File: src/eipv_pkg.sv
package eipv_pkg;

    // ------------------------------------------------------------
    // register indices (byte address is four times the index)
    // ------------------------------------------------------------
    localparam logic [9:0] IDX_EDGE_ENABLE = 10'h0ca;
    localparam logic [9:0] IDX_REQ_FLAGS = 10'h0cc;
    localparam logic [9:0] IDX_CTRL = 10'h0d8;
    localparam logic [9:0] IDX_SRC_ENABLE = 10'h0d9;
    localparam logic [9:0] IDX_TMR_FLAGS = 10'h0da;
    localparam logic [9:0] IDX_EVT_STATUS = 10'h0db;
    localparam logic [9:0] IDX_EVT_MASK = 10'h0dc;
    localparam logic [9:0] IDX_VEC_STATUS = 10'h0dd;

    // ------------------------------------------------------------
    // reset values and field layout
    // ------------------------------------------------------------
    localparam logic [5:0] EDGE_ENABLE_RST = 6'h00;
    localparam logic [2:0] REQ_FLAGS_RST = 3'h0;
    localparam logic [5:0] SRC_ENABLE_RST = 6'h00;
    localparam logic [3:0] EVT_RST = 4'h0;
    localparam int LINES = 3;
    localparam int TMR_SRCS = 6;
    localparam int EVT_VEC = 3;
    localparam int VEC_BUSY_BIT = 4;

    // edge select codes of one line's two-bit field
    localparam logic [1:0] EDGE_OFF = 2'h0;
    localparam logic [1:0] EDGE_FALL = 2'h1;
    localparam logic [1:0] EDGE_RISE = 2'h2;
    localparam logic [1:0] EDGE_BOTH = 2'h3;

    // ------------------------------------------------------------
    // vector slots; a higher slot number wins, vector base + 2 * slot
    // ------------------------------------------------------------
    localparam logic [15:0] VEC_BASE = 16'hffe0;
    localparam int SLOTS = 16;
    localparam int SLOT_RESET = 15;
    localparam int SLOT_LINE_A = 14;
    localparam int SLOT_LINE_B = 13;
    localparam int SLOT_LINE_C = 12;
    // timer sources occupy slots 0..5:
    // 0 interval timer, 1 watchdog, 2 t3 ovf, 3 t3 match,
    // 4 t2 ovf, 5 t2 match

    // ------------------------------------------------------------
    // acceptance timing, in oscillator (system clock) cycles
    // ------------------------------------------------------------
    localparam int ACCEPT_CYCLES = 8;
    localparam logic [3:0] ACCEPT_LAST = 4'(ACCEPT_CYCLES - 1);

    // ------------------------------------------------------------
    // bus encodings
    // ------------------------------------------------------------
    localparam logic [1:0] HTRANS_NONSEQ = 2'h2;
    localparam logic HRESP_OKAY = 1'b0;

    typedef enum logic [2:0] {
        EIPV_IDLE = 3'b001,
        EIPV_ACCEPT = 3'b010,
        EIPV_VECTOR = 3'b100
    } eipv_state_t;

endpackage

File: src/eipv_top.sv
`timescale 1ns/1ps

// Function
// - vector address is base plus two times slot, reset at top.
// - fixed priority: reset, lines a b c, timers, watchdog, interval.
// - every external line is edge triggered, rising, falling or both.
// - field code 00 off, 01 falling, 10 rising, 11 both edges.
// - line c in bits 5:4, b in 3:2, a in 1:0, 7:6 zero.
// - one pending flag per line, low three bits, upper bits zero.
// - vectoring clears a line's flag only if an edge raised it.
// - a selected edge on an enabled line requests its service.
// - acceptance takes eight cycles, clears mask and flag, then vector.
// - higher priority served first; fixed scan order breaks ties.
// - maskable requests wait while the global mask flag is clear.
module eipv_top
    import eipv_pkg::*;
(
    // clock and reset
    input wire logic clk_i,
    input wire logic rst_n_i,
    // ahb-lite slave
    input wire logic hsel_i,
    input wire logic [31:0] haddr_i,
    input wire logic [1:0] htrans_i,
    input wire logic hwrite_i,
    input wire logic [2:0] hsize_i,
    input wire logic [31:0] hwdata_i,
    input wire logic hready_i,
    output logic hreadyout_o,
    output logic hresp_o,
    output logic [31:0] hrdata_o,
    // external interrupt pins
    input wire logic line_a_pin_i,
    input wire logic line_b_pin_i,
    input wire logic line_c_pin_i,
    // on-chip timer request pulses
    input wire logic bit_ovf_i,
    input wire logic wdt_match_i,
    input wire logic t3_ovf_i,
    input wire logic t3_match_i,
    input wire logic t2_ovf_i,
    input wire logic t2_match_i,
    // processor core
    input wire logic instr_done_i,
    input wire logic global_enable_instruction_i,
    input wire logic global_disable_i,
    output logic irq_pending_o,
    output logic accept_busy_o,
    output logic vector_valid_o,
    output logic [15:0] vector_addr_o,
    output logic global_enable_o,
    // interrupt to software
    output logic irq_o
);

    // ------------------------------------------------------------
    // state
    // ------------------------------------------------------------
    typedef struct packed {
        logic [LINES-1:0] sync1;
        logic [LINES-1:0] sync2;
        logic [LINES-1:0] prev;
        logic [2*LINES-1:0] edge_en;
        logic [LINES-1:0] ext_flag;
        logic [LINES-1:0] ext_edge;
        logic [TMR_SRCS-1:0] tmr_flag;
        logic [TMR_SRCS-1:0] src_en;
        logic iflag;
        logic rst_pend;
        logic [3:0] evt;
        logic [3:0] evt_mask;
        eipv_state_t state;
        logic [3:0] cnt;
        logic [3:0] slot;
        logic [15:0] vec;
        logic wr_pend;
        logic [9:0] wr_idx;
        logic [31:0] rdata;
    } eipv_regs_t;

    eipv_regs_t r;
    eipv_regs_t next_r;

    logic [LINES-1:0] pins;
    logic [TMR_SRCS-1:0] tmr_in;

    assign pins = {line_c_pin_i, line_b_pin_i, line_a_pin_i};
    assign tmr_in = {t2_match_i, t2_ovf_i, t3_match_i, t3_ovf_i,
                     wdt_match_i, bit_ovf_i};

    // ------------------------------------------------------------
    // next state
    // ------------------------------------------------------------
    always_comb begin
        logic [LINES-1:0] edge_hit;
        logic [SLOTS-1:0] cand;
        logic [3:0] win;
        logic any;
        logic rd_take;
        logic [9:0] rd_idx;
        logic [31:0] rd_val;
        logic [1:0] mode;
        logic rise;
        logic fall;
        edge_hit = '0;
        cand = '0;
        win = '0;
        any = 1'b0;
        rd_take = 1'b0;
        rd_idx = '0;
        rd_val = '0;
        mode = EDGE_OFF;
        rise = 1'b0;
        fall = 1'b0;
        next_r = r;

        // first stage feeds only the second stage
        next_r.sync1 = pins;
        next_r.sync2 = r.sync1;
        next_r.prev = r.sync2;

        // edge detection on consecutive synchronised samples
        for (int i = 0; i < LINES; i++) begin
            mode = r.edge_en[2*i +: 2];
            rise = r.sync2[i] & ~r.prev[i];
            fall = ~r.sync2[i] & r.prev[i];
            case (mode)
                EDGE_FALL: edge_hit[i] = fall;
                EDGE_RISE: edge_hit[i] = rise;
                EDGE_BOTH: edge_hit[i] = rise | fall;
                default: edge_hit[i] = 1'b0;
            endcase
        end

        // global mask flag: core instructions, enable wins over disable
        if (global_enable_instruction_i) begin
            next_r.iflag = 1'b1;
        end else if (global_disable_i) begin
            next_r.iflag = 1'b0;
        end

        // candidate requests, maskable ones gated by the mask flag
        cand[SLOT_RESET] = r.rst_pend;
        cand[SLOT_LINE_A] = r.ext_flag[0] & r.iflag;
        cand[SLOT_LINE_B] = r.ext_flag[1] & r.iflag;
        cand[SLOT_LINE_C] = r.ext_flag[2] & r.iflag;
        cand[TMR_SRCS-1:0] = r.tmr_flag & r.src_en & {TMR_SRCS{r.iflag}};

        // later slot overrides, so the highest slot wins
        for (int i = 0; i < SLOTS; i++) begin
            if (cand[i]) begin
                win = 4'(i);
                any = 1'b1;
            end
        end

        // ---- bus write, data phase ----
        if (r.wr_pend) begin
            case (r.wr_idx)
                IDX_EDGE_ENABLE: next_r.edge_en = hwdata_i[2*LINES-1:0];
                IDX_REQ_FLAGS: begin
                    // a software-set flag is not transition-activated
                    next_r.ext_flag = hwdata_i[LINES-1:0];
                    next_r.ext_edge = r.ext_edge & hwdata_i[LINES-1:0];
                end
                IDX_CTRL: next_r.iflag = hwdata_i[0];
                IDX_SRC_ENABLE: next_r.src_en = hwdata_i[TMR_SRCS-1:0];
                IDX_TMR_FLAGS: next_r.tmr_flag = hwdata_i[TMR_SRCS-1:0];
                IDX_EVT_MASK: next_r.evt_mask = hwdata_i[3:0];
                default: begin
                end
            endcase
        end

        // ---- acceptance sequence ----
        next_r.wr_pend = 1'b0;
        case (r.state)
            EIPV_IDLE: begin
                if (any && (instr_done_i || win == 4'(SLOT_RESET))) begin
                    next_r.state = EIPV_ACCEPT;
                    next_r.cnt = ACCEPT_LAST;
                    next_r.slot = win;
                    next_r.vec = VEC_BASE + {11'h000, win, 1'b0};
                    next_r.iflag = 1'b0;
                    if (win == 4'(SLOT_RESET)) begin
                        next_r.rst_pend = 1'b0;
                    end else if (win >= 4'(SLOT_LINE_C)) begin
                        // slot 14 is line a, 13 line b, 12 line c
                        for (int i = 0; i < LINES; i++) begin
                            if (win == 4'(SLOT_LINE_A - i) &&
                                r.ext_edge[i]) begin
                                next_r.ext_flag[i] = 1'b0;
                                next_r.ext_edge[i] = 1'b0;
                            end
                        end
                    end else begin
                        next_r.tmr_flag[win[2:0]] = 1'b0;
                    end
                end
            end
            EIPV_ACCEPT: begin
                // the core pushes return address and status meanwhile
                if (r.cnt == 4'h0) begin
                    next_r.state = EIPV_VECTOR;
                end else begin
                    next_r.cnt = r.cnt - 4'h1;
                end
            end
            EIPV_VECTOR: begin
                next_r.state = EIPV_IDLE;
                next_r.evt[EVT_VEC] = 1'b1;
            end
            default: begin
                next_r.state = EIPV_IDLE;
            end
        endcase

        // hardware sets win over software or vectoring clears
        for (int i = 0; i < LINES; i++) begin
            if (edge_hit[i]) begin
                next_r.ext_flag[i] = 1'b1;
                next_r.ext_edge[i] = 1'b1;
            end
        end
        next_r.tmr_flag = next_r.tmr_flag | tmr_in;

        // ---- bus address phase ----
        if (hsel_i && hready_i && htrans_i == HTRANS_NONSEQ) begin
            rd_idx = haddr_i[11:2];
            if (hwrite_i) begin
                next_r.wr_pend = 1'b1;
                next_r.wr_idx = rd_idx;
            end else begin
                rd_take = 1'b1;
            end
        end

        // read value, unmapped and reserved bits read as zero
        case (rd_idx)
            IDX_EDGE_ENABLE: rd_val = {26'h000_0000, r.edge_en};
            IDX_REQ_FLAGS: rd_val = {29'h0000_0000, r.ext_flag};
            IDX_CTRL: rd_val = {31'h0000_0000, r.iflag};
            IDX_SRC_ENABLE: rd_val = {26'h000_0000, r.src_en};
            IDX_TMR_FLAGS: rd_val = {26'h000_0000, r.tmr_flag};
            IDX_EVT_STATUS: rd_val = {28'h000_0000, r.evt};
            IDX_EVT_MASK: rd_val = {28'h000_0000, r.evt_mask};
            IDX_VEC_STATUS: rd_val = {27'h000_0000,
                                      (r.state != EIPV_IDLE), r.slot};
            default: rd_val = 32'h0000_0000;
        endcase

        if (rd_take) begin
            next_r.rdata = rd_val;
            // read-to-clear; an event in this same cycle survives
            if (rd_idx == IDX_EVT_STATUS) begin
                next_r.evt = next_r.evt & ~r.evt;
            end
        end

        // sticky events set last so they win over the read clear
        next_r.evt[LINES-1:0] = next_r.evt[LINES-1:0] | edge_hit;
        if (r.state == EIPV_VECTOR) begin
            next_r.evt[EVT_VEC] = 1'b1;
        end
    end

    // ------------------------------------------------------------
    // registers
    // ------------------------------------------------------------
    always_ff @(posedge clk_i) begin
        if (!rst_n_i) begin
            r.sync1 <= '0;
            r.sync2 <= '0;
            r.prev <= '0;
            r.edge_en <= EDGE_ENABLE_RST;
            r.ext_flag <= REQ_FLAGS_RST;
            r.ext_edge <= '0;
            r.tmr_flag <= '0;
            r.src_en <= SRC_ENABLE_RST;
            r.iflag <= 1'b0;
            r.rst_pend <= 1'b1;
            r.evt <= EVT_RST;
            r.evt_mask <= EVT_RST;
            r.state <= EIPV_IDLE;
            r.cnt <= '0;
            r.slot <= '0;
            r.vec <= '0;
            r.wr_pend <= 1'b0;
            r.wr_idx <= '0;
            r.rdata <= '0;
        end else begin
            r <= next_r;
        end
    end

    // ------------------------------------------------------------
    // outputs
    // ------------------------------------------------------------
    // zero wait states; read data is registered at the address phase
    assign hreadyout_o = 1'b1;
    assign hresp_o = HRESP_OKAY;
    assign hrdata_o = r.rdata;

    // pending request that the core will take at its next boundary
    assign irq_pending_o = (r.state == EIPV_IDLE) &&
                           (r.rst_pend ||
                            (r.iflag && ((|r.ext_flag) ||
                                         (|(r.tmr_flag & r.src_en)))));
    assign accept_busy_o = (r.state != EIPV_IDLE);
    assign vector_valid_o = (r.state == EIPV_VECTOR);
    assign vector_addr_o = r.vec;
    assign global_enable_o = r.iflag;
    assign irq_o = |(r.evt & r.evt_mask);

endmodule

File: config.mk
export PLATFORM = sky130hd
export DESIGN_NAME = eipv_top
export DESIGN_NICKNAME = d
export VERILOG_FILES = /design/src/eipv_pkg.sv /design/src/eipv_top.sv
export SDC_FILE = /design/constraint.sdc
export NUM_CORES = 1
export LEC_CHECK = 0
export BUFFER_PORTS_ARGS = -buffer_cell sky130_fd_sc_hd__buf_2
export CAP_MARGIN = 30
export CORE_MARGIN = 1
export CORE_UTILIZATION = 45
export CTS_BUF_LIST = sky130_fd_sc_hd__clkbuf_8
export CTS_CLUSTER_DIAMETER = 40
export DETAILED_ROUTE_END_ITERATION = 6
export GPL_TIMING_DRIVEN = 0
export PLACE_DENSITY = 0.73
export SETUP_SLACK_MARGIN = 0.15
export SKIP_LAST_GASP = 1
export SYNTH_ARGS = -nofsm -noshare
export SYNTH_HDL_FRONTEND = slang
export SYNTH_SLANG_ARGS = --single-unit
File: constraint.sdc
create_clock -name clk_i -period 5.05 [get_ports clk_i]
set_input_delay 0.2525 -clock clk_i [delete_from_list [all_inputs] [get_ports clk_i]]
set_output_delay 0.2525 -clock clk_i [all_outputs]
set_load 0.03 [all_outputs]
# After elaboration in Yosys (flattened, before gate mapping)

Cells that the tools add are included.
W data, S select, Z words.

Register bits: 113
Input bits: 86
Word-level logic and storage cells: 178

Add/subtract/negate cells: 2
Order comparisons: 3
Equality and inequality tests: 35
Multiplexer cells: 65
Bitwise operators: 28
Reduce and logical (&&, ||, !) cells: 26

Operators by type and width:

| cell                  | count |
|---|---|
| $eq A10 B8 Y1 const B | 14 |
| $pmux W6 S8           | 1 |
| $mux W4               | 11 |
| $mux W12              | 3 |
| $mux W1               | 32 |
| $mux W6               | 5 |
| $mux W27              | 1 |
| $mux W19              | 1 |
| $and A6 B6 Y6         | 3 |
| $eq A4 B4 Y1 const B  | 4 |
| $eq A2 B2 Y1 const B  | 7 |
| $reduce_and A2 Y1     | 7 |
| $mux W11              | 1 |
| $mux W10              | 1 |
| $and A1 B1 Y1         | 9 |
| $logic_and A1 B1 Y1   | 9 |
| $pmux W1 S3           | 3 |
| $and A4 B4 Y4         | 2 |
| $pmux W4 S2           | 1 |
| $add A6 B6 Y7 const A | 1 |
| $eq A2 B1 Y1 const B  | 3 |
| $ne A2 B2 Y1 const B  | 3 |
| $not A1 Y1            | 6 |
| $not A6 Y6            | 1 |
| 24 further kinds      | 30 |

# Logic depth before layout (Yosys ltp)

Depth in word-level cells: 22
Depth in mapped cells: 7

# Least setup slack after synthesis

No wires, ideal clock.

Kind: reg2reg
Start: register r, in the netlist global_enable_o
End: register r[96] in the netlist's numbering
Setup time: 0.115 ns
Data arrival time: 1.644 ns
Data required time: 4.935 ns
Slack: 3.291 ns
Stages on the path, launching flop included: 6
Path buffers: 1
Period minus slack after synthesis: 1.759 ns
Path through: dfxtp_1 buf_2 o211ai_1 a31oi_1 a41oi_1 o21a_1

Longest elaborated chain between the ends: 18
Elaborated cells between the ends (all ways): 35

Ends and longest elaborated chain:

| what                   | line            | RTL |
|---|---|---|
| start, declared        | eipv_top.sv:81  | `eipv_regs_t r;` |
| start signal, assigned | eipv_top.sv:292 | `r <= next_r;` |
| $and A6 B6 Y6          | eipv_top.sv:147 | `cand[TMR_SRCS-1:0] = r.tmr_flag & r.src_en & {TMR_SRCS{r.iflag}};` |
| $mux W1                | eipv_top.sv:151 | `if (cand[i]) begin` |
| $mux W4 (8 in a row)   | eipv_top.sv:151 |  |
| $eq A4 B4 Y1           | eipv_top.sv:190 | `if (win == 4'(SLOT_LINE_A - i) &&` |
| $logic_and A1 B1 Y1    | eipv_top.sv:190 |  |
| $mux W1                | eipv_top.sv:190 |  |
| $mux W6                | eipv_top.sv:187 | `end else if (win >= 4'(SLOT_LINE_C)) begin` |
| $mux W12               | eipv_top.sv:185 | `if (win == 4'(SLOT_RESET)) begin` |
| $mux W12 *             | eipv_top.sv:179 | `if (any && (instr_done_i \|\| win == 4'(SLOT_RESET))) begin` |
| $mux W12 *             | eipv_top.sv:177 | `case (r.state)` |
| $mux W1 *              | eipv_top.sv:220 | `if (edge_hit[i]) begin` |

Every way passes the cells marked *; elsewhere a longest branch is shown, timed or not.
A chain may end at the register's enable or synchronous reset.

# Final worst setup path

Start: register r[39] in the netlist's numbering
End: register r[88] in the netlist's numbering

Longest elaborated chain between the ends: 9

Ends and longest elaborated chain:

| what                           | line            | RTL |
|---|---|---|
| $eq A10 B8 Y1 *                | eipv_top.sv:159 | `case (r.wr_idx)` |
| $mux W6 *                      | eipv_top.sv:159 |  |
| $mux W19 *                     | eipv_top.sv:158 | `if (r.wr_pend) begin` |
| $and A6 B6 Y6 (no source line) | -               |  |
| $mux W6                        | eipv_top.sv:187 |  |
| $mux W12                       | eipv_top.sv:185 |  |
| $mux W12                       | eipv_top.sv:179 |  |
| $mux W12 *                     | eipv_top.sv:177 |  |
| $or A6 B6 Y6 *                 | eipv_top.sv:225 | `next_r.tmr_flag = next_r.tmr_flag \| tmr_in;` |

Marked as above.

==> results.sh <==
export IMPL_outcome="completed"
export IMPL_wl_mm=10.50
export IMPL_finalMaxSlewViolations=0
export IMPL_tritoncts="yes"
export IMPL_rsz0062_at_grt="no"
export IMPL_period_needed_ps=2291
export IMPL_cts_root_buf="clkbuf_8"
export IMPL_fp_dieW_um=96.68
export IMPL_peakVddDrop_uv=229.5
export IMPL_final_cell_mix="dfxtp_1, buf_2, buf_4, nor2_1, nand2_1"
export IMPL_yosys_warnings=0
export IMPL_synthToLayoutAreaGrowth_pct=17.99
export IMPL_cap_violations=0
export IMPL_critPathSlowestCell="nor4bb_1"
export IMPL_syn_inst=473
export IMPL_fillers=840
export IMPL_fmax_ghz=0.4365
export IMPL_final_antenna_net_count=0
export IMPL_arrival_ps=2510
export IMPL_avgRoutedWirePerCell_um=15.40
export IMPL_dieArea_um2=9347
export IMPL_fin_nets=662
export IMPL_clock_latency_ps=350
export IMPL_cts_buffer_depth=2
export IMPL_p_leak_uw=0.002168
export IMPL_routed_top_layer="met4"
export IMPL_die_y_um=96.68
export IMPL_drt_initial_drc_count=179
export IMPL_synth_flop_cell="dfxtp_1"
export IMPL_max_stage_delay_ps=650
export IMPL_fin_setup_tns_ps=0
export IMPL_grt_pass1_vias=3368
export IMPL_drc=0
export IMPL_clock_sinks=72
export IMPL_std_cell_rows=34
export IMPL_grt_max_degree=13
export IMPL_io_pins=141
export IMPL_dp_hpwl_mm=8.040
export IMPL_total_power_uw=1371
export IMPL_port_buffers=58
export IMPL_viasPerCell=5.308
export IMPL_antenna_found_initial=0
export IMPL_syn_area_um2=4034
export IMPL_relSlewSlack_pct=45.53
export IMPL_clk_pin_slew_worst_paths_ps=80
export IMPL_ys_types=66
export IMPL_detail_route_wirelength_met1_mm=4.765
export IMPL_track_usage_pct=22.58
export IMPL_synth_seq_cells=72
export IMPL_first_pass_iters=5
export IMPL_setup_violations=0
export IMPL_finalHoldViolCount=0
export IMPL_grt_pass1_wl_mm=16.84
export IMPL_power_density_nw_per_um2=288.1
export IMPL_post_cts_resized=0
export IMPL_vias=3620
export IMPL_synth_edf_count=0
export IMPL_cts_setup_buffers=0
export IMPL_startpoint_type="flop"
export IMPL_crit_type="reg2reg"
export IMPL_finalWorstSetupSlack_ps=2759
export IMPL_cts_htree_levels=3
export IMPL_final_common_cell="dfxtp_1"
export IMPL_stdcell_area_um2=4760
export IMPL_crit_family="simple AND/OR/NAND/NOR gates"
export IMPL_drive_gt1_share_pct=24.74
export IMPL_cp_cell_sequence="nor4bb_1 > nand4_1 > mux2_2 > o21ai_0 > a21oi_1"
export IMPL_postCtsHoldBufs=0
export IMPL_wl_met2_mm=4.970
export IMPL_synth_seq_area_share_pct=35.73
export IMPL_initial_core_util_pct=46.26
export IMPL_path_max_fanout=6
export IMPL_place_gp_congestion=0.9038
export IMPL_dp_slack_ps=2829
export IMPL_n_antenna_cell=0
export IMPL_avgSynthCellArea_um2=8.528
export IMPL_numCtsBuffers=9
export IMPL_critPathCaptureType="flop"
export IMPL_period_share_pct=45.36
export IMPL_synthArstFlopShare_pct=0
export IMPL_coreArea_um2=8721
export IMPL_dpl_cell_area_um2=4561
export IMPL_hp_class="in2reg"
export IMPL_gr_total_overflow=0
export IMPL_critPathRequiredTime_ps=5270
export IMPL_wl_met3_um=625
export IMPL_fin_worst_skew_ps=11.20
export IMPL_worst_pin_slew_ps=815.2
export IMPL_path_buf_inv=0
cell usage after synthesis, drive strengths merged, types with 2 or more instances:
library cell	number	area share (%)
a31oi	7	1.1
and3b	4	0.87
nand2b	3	0.65
conb	2	0.19
a221oi	2	0.43
nand3	21	2.6
nor3	4	0.50
buf	55	10
nor3b	6	1.4
and2	10	1.6
a311oi	3	0.65
a21oi	29	3.8
nand4	10	1.6
nand4b	3	0.65
clkbuf	15	1.4
a22oi	3	0.56
nor2	47	4.4
and4b	2	0.50
a22o	2	0.43
mux2	6	1.7
dfxtp	72	36
nor4bb	4	0.99
inv	17	1.6
or2	2	0.31
and3	2	0.31
nor4b	2	0.81
nand2	31	2.9
or3	2	0.31
o21ai	22	2.7
nor4	2	0.31
o21a	10	1.9
nor2b	12	1.9
a211oi	2	0.37
mux2i	28	6.9
ha	7	2.2
worst reg2reg max path: cells and delay by family (launching register included):
family | cells | cell delay (ps)
flops | 1 | 330
simple gates | 2 | 1200
compound gates | 2 | 190
mux | 1 | 440
per-layer routing:
layer  global-route usage (%)  up-vias
li1                         -     1786
met2                    37.76      136
met4                    5.626        0
met5                        0        -
met3                    5.130       12
met1                    29.37     1686
sequential cells by signal, indices dropped and copies added (netlist names):
signal and flops:
r 57, next_r 6, hrdata_o 6, vector_addr_o 2, global_enable_o 1
worst paths after layout:
check                                  from           to  slack (ps)  cells after the start
worst max-delay path                  r[39]        r[88]        2760                      5
worst min-delay path            wdt_match_i        r[87]         100                      2
worst max register to register        r[39]        r[88]        2760                      5
worst min register to register  next_r[108]  next_r[105]         440                      1
per-stage QoR:
| stage | instances | hold slack, ps | util, % |
|---|---|---|---|
| after floorplan | 500 | 376.3 | - |
| after global placement | 666 | 418.2 | 52.30 |
| after detailed placement | 666 | 420.6 | 52.30 |
| after CTS | 682 | 93.71 | 54.58 |
| after global routing | 682 | 107.9 | 54.58 |
| final | 682 | 101.5 | 54.58 |
power breakdown:
group,internal (uW),switching [uW]
Combinational,111,180
Sequential,592,25.2
Clock,250,213
Total,953,418
area by class of cell:
class	count	area, um2	share of cell area (%)
buffer	70	469.2	9.858
sequential	72	1441	30.28
clock buffer	11	151.4	3.181
timing repair buffer	58	290.3	6.099
clock inverter	5	47.55	0.9989
inverter	18	67.56	1.420
multi-input combinational	340	2157	45.32
tap	108	135.1	2.839
cell families after synthesis:
family                     Yosys count  share of synthesized area (%)
adders and majority gates            7                          2.171
xor gates and xnor gates             1                         0.2172
AOI/OAI and AO/OA                   97                          16.29
muxes                               34                          8.623
DFF                                 72                          35.73
and+or+nand+nor                    172                          23.48
buffers and inverters               88                          13.31
other                                2                         0.1862
(Power assumes the default switching activity.)
